## config.mk

```make
export PLATFORM = sky130hd
export DESIGN_NAME = pd_bmc_baseband_phy
export DESIGN_NICKNAME = d
export VERILOG_FILES = /design/src/rtl/pd_bmc_pkg.sv /design/src/rtl/pd_bmc_baseband_phy.sv
export VERILOG_INCLUDE_DIRS = /design/src /design/src/rtl
export SDC_FILE = /design/constraint.sdc
export NUM_CORES = 1
export LEC_CHECK = 0
export ABC_AREA = 1
export BUFFER_PORTS_ARGS = -buffer_cell sky130_fd_sc_hd__buf_4
export CAP_MARGIN = 10
export CELL_PAD_IN_SITES_DETAIL_PLACEMENT = 2
export CELL_PAD_IN_SITES_GLOBAL_PLACEMENT = 2
export CORE_ASPECT_RATIO = 1.1
export CORE_MARGIN = 2
export CORE_UTILIZATION = 39
export DETAILED_ROUTE_END_ITERATION = 10
export PLACE_DENSITY_LB_ADDON = 0.1
export REMOVE_ABC_BUFFERS = 1
export SYNTH_ARGS = -nofsm -noshare
export SYNTH_HDL_FRONTEND = slang
export SYNTH_SLANG_ARGS = --single-unit
```

## constraint.sdc

```tcl
create_clock -name CORE_CLK -period 2 [get_ports CORE_CLK]
set_input_delay 0.6 -clock CORE_CLK [delete_from_list [all_inputs] [get_ports CORE_CLK]]
set_output_delay 0.6 -clock CORE_CLK [all_outputs]
set_load 0.02 [all_outputs]
```

## src/rtl/pd_bmc_defines.svh

```systemverilog
// Timing constants for the baseband line coder.
// Assumes a single core clock; all counts derive from its period.
`ifndef PD_BMC_DEFINES_SVH
`define PD_BMC_DEFINES_SVH

// Core clock period in ns
`define PD_CLK_PERIOD_NS   10
// Half of one unit interval in ns (nominal bit rate, adjustable)
`define PD_HALF_UI_NS      1667
// Half unit interval in clock cycles, rounded up
`define PD_HALF_UI_CYC     ((`PD_HALF_UI_NS + `PD_CLK_PERIOD_NS - 1) / `PD_CLK_PERIOD_NS)
// Receiver windows, in cycles since the last boundary edge
`define PD_RX_QUARTER_CYC  (`PD_HALF_UI_CYC / 2)
`define PD_RX_3QUARTER_CYC ((`PD_HALF_UI_CYC * 3) / 2)
`define PD_RX_TIMEOUT_CYC  (`PD_HALF_UI_CYC * 3)
// Width of every cycle counter
`define PD_CNT_W           10
// Line level driven before the first encoded edge
`define PD_LEAD_LEVEL      1'b0

`endif

```

## src/rtl/pd_bmc_pkg.sv

```systemverilog
// Types shared by the baseband line coder and its users.
// Timing numbers live in pd_bmc_defines.svh.
package pd_bmc_pkg;

  // ==========================================================
  // Transmit request and receive result carriers
  typedef struct packed {
    logic valid;
    logic data;
    logic last;
  } tx_req_t;

  typedef struct packed {
    logic valid;
    logic data;
    logic active;
  } rx_bit_t;

  // ==========================================================
  // Transmit sequencer states, Gray coded along the path
  typedef enum logic [1:0] {
    TX_IDLE  = 2'b00,
    TX_LEAD  = 2'b01,
    TX_BIT   = 2'b11,
    TX_CLOSE = 2'b10
  } tx_state_t;

endpackage : pd_bmc_pkg
```

## src/rtl/pd_bmc_baseband_phy.sv

```systemverilog
// Biphase mark encoder and decoder for the configuration-channel wire.
// Assumes a link layer feeding one bit per acknowledge and pad logic
// that resolves each line from its output and active-low enable.
//
// Overview of operation
// - Every transmitted bit period starts with a line transition.
// - A one bit adds a transition at mid period; zero does not.
// - Coding keeps running disparity within half a bit per packet.
// - Preamble begins by driving the line low before any edge.
// - After the final bit one closing edge lets the receiver clock it.
// - Traffic uses only the line chosen by detected cable orientation.
// - Line driven by tri-state driver with separate output enable.
// - Driver released to high impedance whenever nothing is sent.
// - Only one party transmits; all others stay high impedance.

`timescale 1ns/100ps
`include "pd_bmc_defines.svh"

module pd_bmc_baseband_phy
  import pd_bmc_pkg::*;
(
  // Clock and reset
  input  wire logic    CORE_CLK,
  input  wire logic    ARST_N,
  // Orientation: 0 selects line a, 1 selects line b
  input  wire logic    ORIENT,
  // Transmit bit stream
  input  wire tx_req_t TX_REQ,
  output logic         TX_ACK,
  output logic         TX_BUSY,
  // Receive bit stream
  output rx_bit_t      RX_OUT,
  // Configuration-channel line a
  input  wire logic    CC_LINE_A_IN,
  output logic         CC_LINE_A_OUT,
  output logic         CC_LINE_A_OE_N,
  // Configuration-channel line b
  input  wire logic    CC_LINE_B_IN,
  output logic         CC_LINE_B_OUT,
  output logic         CC_LINE_B_OE_N
);

  // ==========================================================
  // Reset release
  logic [1:0] rst_sync_reg;
  logic       rst_n;

  always_ff @(posedge CORE_CLK or negedge ARST_N) begin
    if (!ARST_N) begin
      rst_sync_reg <= 2'b00;
    end else begin
      rst_sync_reg <= {rst_sync_reg[0], 1'b1};
    end
  end

  assign rst_n = rst_sync_reg[1];

  // ==========================================================
  // Transmit sequencer
  localparam logic [`PD_CNT_W-1:0] HALF_LAST =
    `PD_CNT_W'(`PD_HALF_UI_CYC - 1);

  tx_state_t            state_reg, state_next;
  logic [`PD_CNT_W-1:0] half_cnt_reg, half_cnt_next;
  logic                 phase_reg, phase_next;
  logic                 bit_reg, bit_next;
  logic                 last_reg, last_next;
  logic                 level_reg, level_next;
  logic                 side_reg, side_next;
  logic                 ack_next;
  logic                 half_done;
  logic                 take_next_bit;

  assign half_done     = (half_cnt_reg == '0);
  assign take_next_bit = TX_REQ.valid && !last_reg;

  always_comb begin
    state_next    = state_reg;
    half_cnt_next = half_done ? HALF_LAST : half_cnt_reg - 1'b1;
    phase_next    = phase_reg;
    bit_next      = bit_reg;
    last_next     = last_reg;
    level_next    = level_reg;
    side_next     = side_reg;
    ack_next      = 1'b0;
    unique case (state_reg)
      TX_IDLE: begin
        half_cnt_next = HALF_LAST;
        level_next    = `PD_LEAD_LEVEL;
        if (TX_REQ.valid) begin
          state_next = TX_LEAD;
          bit_next   = TX_REQ.data;
          last_next  = TX_REQ.last;
          side_next  = ORIENT;
          ack_next   = 1'b1;
        end
      end
      TX_LEAD: begin
        level_next = `PD_LEAD_LEVEL;
        if (half_done) begin
          state_next = TX_BIT;
          phase_next = 1'b0;
          level_next = ~level_reg;
        end
      end
      TX_BIT: begin
        if (half_done && !phase_reg) begin
          phase_next = 1'b1;
          if (bit_reg) begin
            level_next = ~level_reg;
          end
        end else if (half_done) begin
          phase_next = 1'b0;
          level_next = ~level_reg;
          if (take_next_bit) begin
            bit_next  = TX_REQ.data;
            last_next = TX_REQ.last;
            ack_next  = 1'b1;
          end else begin
            state_next = TX_CLOSE;
          end
        end
      end
      TX_CLOSE: begin
        if (half_done) begin
          state_next = TX_IDLE;
          level_next = `PD_LEAD_LEVEL;
        end
      end
    endcase
  end

  always_ff @(posedge CORE_CLK or negedge rst_n) begin
    if (!rst_n) begin
      state_reg    <= TX_IDLE;
      half_cnt_reg <= '0;
      phase_reg    <= 1'b0;
      bit_reg      <= 1'b0;
      last_reg     <= 1'b0;
      level_reg    <= `PD_LEAD_LEVEL;
      side_reg     <= 1'b0;
    end else begin
      state_reg    <= state_next;
      half_cnt_reg <= half_cnt_next;
      phase_reg    <= phase_next;
      bit_reg      <= bit_next;
      last_reg     <= last_next;
      level_reg    <= level_next;
      side_reg     <= side_next;
    end
  end

  // ==========================================================
  // Pad drive: one line at a time, released when idle
  // Every transition toggles, so disparity never exceeds half a bit
  logic drive_next;
  logic a_oe_n_next;
  logic b_oe_n_next;

  assign drive_next  = (state_next != TX_IDLE);
  assign a_oe_n_next = !(drive_next && !side_next);
  assign b_oe_n_next = !(drive_next && side_next);

  always_ff @(posedge CORE_CLK or negedge rst_n) begin
    if (!rst_n) begin
      CC_LINE_A_OUT  <= 1'b0;
      CC_LINE_A_OE_N <= 1'b1;
      CC_LINE_B_OUT  <= 1'b0;
      CC_LINE_B_OE_N <= 1'b1;
      TX_ACK         <= 1'b0;
      TX_BUSY        <= 1'b0;
    end else begin
      CC_LINE_A_OUT  <= level_next & ~side_next;
      CC_LINE_A_OE_N <= a_oe_n_next;
      CC_LINE_B_OUT  <= level_next & side_next;
      CC_LINE_B_OE_N <= b_oe_n_next;
      TX_ACK         <= ack_next;
      TX_BUSY        <= drive_next;
    end
  end

  // ==========================================================
  // Receive decoder on the oriented line
  localparam logic [`PD_CNT_W-1:0] RX_QTR   = `PD_CNT_W'(`PD_RX_QUARTER_CYC);
  localparam logic [`PD_CNT_W-1:0] RX_3QTR  = `PD_CNT_W'(`PD_RX_3QUARTER_CYC);
  localparam logic [`PD_CNT_W-1:0] RX_TMOUT = `PD_CNT_W'(`PD_RX_TIMEOUT_CYC);

  logic                 rx_line;
  logic                 rx_prev_reg;
  logic                 rx_edge;
  logic                 rx_listen;
  logic [`PD_CNT_W-1:0] rx_cnt_reg, rx_cnt_next;
  logic                 rx_mid_reg, rx_mid_next;
  logic                 rx_act_reg, rx_act_next;
  logic                 rx_valid_next;
  logic                 rx_bound;
  logic                 rx_mid_win;
  logic                 rx_tmout;

  assign rx_line    = ORIENT ? CC_LINE_B_IN : CC_LINE_A_IN;
  // Own transmission is not decoded; the wire belongs to us then
  assign rx_listen  = (state_reg == TX_IDLE);
  assign rx_edge    = rx_listen && (rx_line != rx_prev_reg);
  assign rx_bound   = rx_edge && (rx_cnt_reg >= RX_3QTR);
  assign rx_mid_win = rx_edge && (rx_cnt_reg >= RX_QTR)
                      && (rx_cnt_reg < RX_3QTR);
  assign rx_tmout   = (rx_cnt_reg >= RX_TMOUT) || !rx_listen;

  always_comb begin
    rx_cnt_next   = (rx_cnt_reg == RX_TMOUT) ? rx_cnt_reg
                                             : rx_cnt_reg + 1'b1;
    rx_mid_next   = rx_mid_reg;
    rx_act_next   = rx_act_reg;
    rx_valid_next = 1'b0;
    if (rx_tmout) begin
      rx_act_next = 1'b0;
      rx_mid_next = 1'b0;
    end
    if (rx_edge && !rx_act_reg) begin
      // First seen edge only sets timing, so a lost lead edge is harmless
      rx_act_next = 1'b1;
      rx_cnt_next = '0;
      rx_mid_next = 1'b0;
    end else if (rx_bound && rx_act_reg) begin
      // A boundary edge keeps the lock even on the timeout cycle
      rx_act_next   = 1'b1;
      rx_valid_next = 1'b1;
      rx_cnt_next   = '0;
      rx_mid_next   = 1'b0;
    end else if (rx_mid_win && rx_act_reg) begin
      rx_mid_next = 1'b1;
    end
  end

  always_ff @(posedge CORE_CLK or negedge rst_n) begin
    if (!rst_n) begin
      // Idle bias reads high; avoids a false edge after reset
      rx_prev_reg <= 1'b1;
      rx_cnt_reg  <= RX_TMOUT;
      rx_mid_reg  <= 1'b0;
      rx_act_reg  <= 1'b0;
      RX_OUT      <= '0;
    end else begin
      rx_prev_reg  <= rx_line;
      rx_cnt_reg   <= rx_cnt_next;
      rx_mid_reg   <= rx_mid_next;
      rx_act_reg   <= rx_act_next;
      RX_OUT.valid <= rx_valid_next;
      RX_OUT.data  <= rx_valid_next ? rx_mid_reg : RX_OUT.data;
      RX_OUT.active <= rx_act_next;
    end
  end

endmodule : pd_bmc_baseband_phy

```

After elaboration in Yosys (flattened, before gate mapping)
Cells that the tools add are included.
{ "classes": {"addsub": 2, "magnitude_cmp": 4, "eq_ne": 10, "mux": 47, "n_bitwise": 4, "reduce_logical": 27} }
{ "ops": {"columns": ["operator", "count"], "rows": [
  ["10-bit 2-to-1 mux", 5],
  ["1-bit 2-to-1 mux", 30],
  ["2-bit 2-to-1 mux", 6],
  ["1-bit logical AND", 11],
  ["10-bit by 1-bit adder with 10-bit output (second input constant)", 1],
  ["10-bit by 9-bit == test with 1-bit output (second input constant)", 1],
  ["10-bit by 7-bit >= comparator with 1-bit output (second input constant)", 1],
  ["10-bit by 8-bit >= comparator with 1-bit output (second input constant)", 1],
  ["10-bit by 9-bit >= comparator with 1-bit output (second input constant)", 1],
  ["10-bit zero test", 1],
  ["10-bit by 8-bit less-than comparator with 1-bit output (second input constant)", 1],
  ["10-bit by 1-bit subtractor with 10-bit output (second input constant)", 1],
  ["2-bit inequality test (second input constant)", 4],
  ["1-bit one-hot mux with 2 select lines", 4],
  ["2-bit one-hot mux with 4 select lines", 1],
  ["1-bit zero test", 7],
  ["2-bit nonzero test", 3],
  ["5-bit AND reduction", 1],
  ["2-bit == test (second input constant)", 2],
  ["1-bit one-hot mux with 4 select lines", 1],
  ["4-bit nonzero test", 1],
  ["3-bit by 1-bit inequality test with 1-bit output (second input constant)", 1],
  ["3-bit nonzero test", 1],
  ["1-bit AND", 2],
  ["5 further kinds", 6]
]} }
{ "totals": {"register_bits": 40, "inputBits": 8, "out_inout_bits": 9, "elab_cells": 114} }

Longest topological paths before layout
{ "logic_depth": {"depth_word": 9, "ltp_mapped": 14, "mapped_depth_nobuf": 14} }

Worst setup path before layout
No wires, ideal clock.
{ "synth_path": {"path_kind": "reg-to-reg", "startpoint": "register half_cnt_reg[0]", "endpoint": "register CC_LINE_A_OE_N", "setup_ns": 0.085, "t_arrival_ns": 1.528, "t_required_ns": 1.915, "slack_ns": 0.387, "stages_incl_launch_ff": 15, "path_buffers": 0, "synth_period_minus_slack_ns": 1.613, "cell_sequence": "dfrtp_1 -> inv_1 -> ha_1 -> nand2_1 -> nor2_4 -> nand2_4 -> inv_2 -> ha_1 -> inv_1 -> a21oi_1 -> nor3_1 -> nand2_1 -> nand2_1 -> nand3_2 -> nand2_1"} }
{ "synth_between": {"elab_chain_cells": 7, "word_cells_on_any_way": 10, "cone_classes": "5 x mux; 5 x reduce/logical"} }
{ "synth_rtl": {"columns": ["item", "line", "rtl"], "rows": [
  ["start, declared", "pd_bmc_baseband_phy.sv:64", "logic [`PD_CNT_W-1:0] half_cnt_reg, half_cnt_next;"],
  ["start signal, assigned", "pd_bmc_baseband_phy.sv:144", "half_cnt_reg <= half_cnt_next;"],
  ["10-bit zero test (*)", "pd_bmc_baseband_phy.sv:74", "assign half_done = (half_cnt_reg == '0);"],
  ["2-bit 2-to-1 mux / 1-bit logical AND (equally long branches)", "pd_bmc_baseband_phy.sv:112, pd_bmc_baseband_phy.sv:107", null],
  ["2-bit 2-to-1 mux", "pd_bmc_baseband_phy.sv:107", "if (half_done && !phase_reg) begin"],
  ["2-bit one-hot mux with 4 select lines (*)", "pd_bmc_baseband_phy.sv:86", "unique case (state_reg)"],
  ["2-bit nonzero test (*)", "pd_bmc_baseband_phy.sv:160", "assign drive_next = (state_next != TX_IDLE);"],
  ["named net drive_next", "pd_bmc_baseband_phy.sv:156", "logic drive_next;"],
  ["1-bit logical AND (*)", "pd_bmc_baseband_phy.sv:161", "assign a_oe_n_next = !(drive_next && !side_next);"],
  ["1-bit zero test (*)", "pd_bmc_baseband_phy.sv:161", null],
  ["named net a_oe_n_next", "pd_bmc_baseband_phy.sv:157", "logic a_oe_n_next;"],
  ["end signal, assigned", "pd_bmc_baseband_phy.sv:174", "CC_LINE_A_OE_N <= a_oe_n_next;"],
  ["end, declared", "pd_bmc_baseband_phy.sv:36", "output logic CC_LINE_A_OE_N,"]
]} }
Mark *: on every way through the listed nets, which the timed path passes. The rest lies on a longest branch.
A chain may end at the register's enable or synchronous reset.

Worst setup path in the final report
Same ends and word-level chain as after synthesis.

==> summary.txt <==
Status
  • Status: completed

Synth
  • Async S/R FF share, synth: 100%
  • Top cell type's share of synthesized area: 35.4%
  • Top cell type by total area after synthesis: dfrtp_1
  • Post-synthesis instance area: 2120 um2
  • Register area share after synthesis: 47.8%
  • Ys Warns: 0
  • Post-Syn Instances: 249
  • Area contributors post-synth: dfrtp_1 35%, dfstp_2 12%, nand2_1 8.7%
  • Mean Syn Cell Area: 8.51 um2
  • Post-synth EDFFs: 0
  • Distinct cells, synth: 30
  • Synth Flop Type: dfrtp_1
  • Synth Register Bits: 40

Route
  • Routed vias/inst: 4.83
  • # DRC: 0
  • Via count: 1,690
  • 1st-pass router iterations: 4
  • Wire length per cell: 15.2 um
  • Initial drt markers: 45
  • Post-Route WL: 5320 um
  • Antenna viol nets, final: 0

Setup path
  • Worst Setup SP: half_cnt_reg[0]
  • RR Startpoint: half_cnt_reg[0]
  • CP Launch Type: register
  • Reg2Reg Depth: 14
  • CP arrival: 2020 ps
  • Worst reg2reg endpoint: CC_LINE_A_OE_N
  • Setup slack, reg-to-reg: 190 ps
  • Critical Path Max Stage Delay: 390 ps
  • CP Capture Type: register
  • Crit-path max FO: 5
  • Crit-path slowest cell: dfrtp_1
  • Critical path class: reg2reg
  • Critical-path cell list: inv_2 > ha_1 > nand2_2 > nor2_4 > nand2_4 > inv_2 > ha_1 > inv_1 > a21oi_1 > nor3_1 > nand2_1 > nand2_2 > nand3_2 > nand2_1
  • Worst EP required: 2210 ps

Clock tree
  • CTS Buf Count: 5
  • CTS sink cnt: 40
  • Clk Latency, worst-skew pair: 300 ps
  • Clk buf depth: 2
  • Clock-pin slew on the worst setup and hold paths: 70 ps
  • CTS Hold Bufs: 0
  • H-tree Lvls: 2
  • Root Driver: clkbuf_8
  • TritonCTS clock tree: built

Global route
  • GRT met2 Usage: 35.3%
  • GR Overflow Total: 0
  • Initial antenna violation count: 0
  • Most Crowded Layer GR: met2
  • First-pass GRT wire length: 9030 um
  • Vias in the first global route: 1,849
  • GRT Overall Usage: 20.0%
  • Met1 Resource Use GR: 24.5%
  • Pin count of the biggest net entering global routing: 22
  • Grt met3 use: 4.34%

Power and ir drop
  • Flop pwr share: 53.9%
  • Combinational power share: 2.7%
  • Switching pwr: 0.316 mW
  • Pint: 1.20 mW
  • Pwr Total: 1.52 mW
  • Worst VDD drop: 0.493 mV
  • Switching portion of total power: 20.8%
  • Pwr dens: 616 nW/um2
  • Leak: 1.25 nW
  • Clk pwr share: 43.4%

Run
  • Max-cap violations: 0

STA
  • Final setup violating endpoints: 0
  • Post-Route Setup TNS: 0 ps
  • Worst setup margin: 188 ps
  • RSZ-0062 raised after global routing: false
  • Clock skew: 13.6 ps
  • Final Hold Fails: 0
  • Fin. max-slew vios: 0
  • Highest clock rate: 0.552 GHz
  • Fin crit period: 1810 ps
  • Final Cycle Share: 90.6%

Floorplan
  • Die W: 74.3 um
  • FP Rows: 28
  • # IOs: 17
  • Die Y: 81.3 um
  • Core Area: 5330 um2
  • Initial core utilization: 39.8%
  • Area of the die: 6040 um2

Placement
  • Hpwl dp: 4190 um
  • Port bufs: 16
  • Pre-CTS WS: 97.5 ps
  • Cell count after placement: 341
  • RePlAce Congestion: 0.778

Min path
  • Hold Path Class: in2async

Finish
  • Nets@finish: 294
  • Area Overhead vs Synth: 16.2%
  • Proportion of layout cells with a drive suffix above 1: 21.1%
  • ANT cells: 0
  • Finished Core Util: 46.3%
  • Fin cells: 350
==> critical path: cells and delay by family (launching register included) <==
family	cells	cell delay [ps]
adders and majority gates	2	300
DFF	1	390
and+or+nand+nor	8	670
buffers and inverters	3	230
AOI/OAI and AO/OA	1	140
==> how the worst max path moves through the flow <==
stage | end | cells past startpoint
finish | CC_LINE_A_OE_N | 14
global route | CC_LINE_A_OE_N | 14
CTS | CC_LINE_A_OE_N | 14
detailed placement | CC_LINE_A_OE_N | 14
global placement | CC_LINE_A_OE_N | 14
floorplan | CC_LINE_A_OE_N | 14
==> cell type report <==
cell class / count / area, um2
well taps: 75 / 93.8
repair buffers: 19 / 143
fillers: 613 / 2860
clock inverters: 2 / 35.0
clock buffers: 6 / 72.6
multi-input cells: 173 / 975
flip-flops and latches: 40 / 1010
inverters: 35 / 131
==> routing by layer <==
metal	up-vias	part of all wire [%]
met2	21	53
met4	0	1.1
met3	6	2.6
met5	-	0
met1	835	43
li1	828	-
==> repair_timing <==
item | CTS | global route
resized for setup | 0 | 4
setup endpoints to repair | 0 | 3
buffers inserted | 0 | 1
==> layout by cell type (no fill, tap or decap) <==
| cell | count |
|---|---|
| a21oi_1 | 8 |
| clkinv_2 | 1 |
| nand2_2 | 5 |
| nor3b_1 | 1 |
| inv_2 | 4 |
| o31ai_1 | 1 |
| conb_1 | 1 |
| nand4_1 | 2 |
| nor2_4 | 3 |
| o21ai_1 | 1 |
| dfstp_2 | 10 |
| and2_4 | 1 |
| dfrtp_1 | 30 |
| clkbuf_8 | 5 |
| nand2_4 | 2 |
| nand3_2 | 2 |
| nand3_1 | 20 |
| clkbuf_1 | 1 |
| inv_1 | 31 |
| o211ai_1 | 1 |
| nor2_1 | 34 |
| xnor2_1 | 2 |
| nor2_2 | 3 |
| buf_4 | 19 |
| bufinv_16 | 1 |
| o21ai_0 | 8 |
| xor2_1 | 9 |
| o21ai_2 | 2 |
| a21boi_0 | 1 |
| a211oi_1 | 1 |
| ha_1 | 12 |
| nand2_1 | 47 |
| nor3_1 | 5 |
| o21bai_1 | 1 |
==> power by group through the flow <==
stage	clock (mW)	combinational (mW)	sequential, mW
6_report	0.658	0.0408	0.818
5_1_grt	0.709	0.0476	0.819
4_1_cts	0.679	0.0427	0.818
2_1_floorplan	0	0.00842	0.843
3_3_place_gp	0	0.0420	0.833
3_5_place_dp	0	0.0424	0.833
==> metrics by stage <==
| step | hold slack [ps] | instance area (um2) |
|---|---|---|
| after floorplan | 304 | 2110 |
| after global placement | 222 | 2340 |
| final | 78.0 | 2460 |
| after global routing | 61.3 | 2460 |
| after detailed placement | 227 | 2340 |
| after CTS | 68.5 | 2450 |
==> cells by family (layout without fill, tap and decap cells) <==
| family | after synthesis | after routing | synth area share [%] |
|---|---|---|---|
| simple gates | 125 | 125 | 27.2 |
| fa+ha+maj | 12 | 12 | 7.08 |
| other cells | 1 | 1 | 0.177 |
| xor+xnor | 11 | 11 | 4.55 |
| flops | 40 | 40 | 47.8 |
| buf+inv | 36 | 62 | 6.55 |
| compound gates | 24 | 24 | 6.61 |
==> Yosys cell counts (2+ instances only) <==
cell type	instances
ha_1	12
nand2_4	2
nand2_1	49
inv_1	32
xnor2_1	2
a21oi_1	8
dfstp_2	10
nor2_1	35
inv_2	3
o21ai_2	2
nand4_1	2
nor2_4	3
o21ai_0	8
xor2_1	9
nor3_1	5
dfrtp_1	30
nand2_2	3
nand3_1	20
nor2_2	2
nand3_2	2
(Power assumes the default switching activity.)
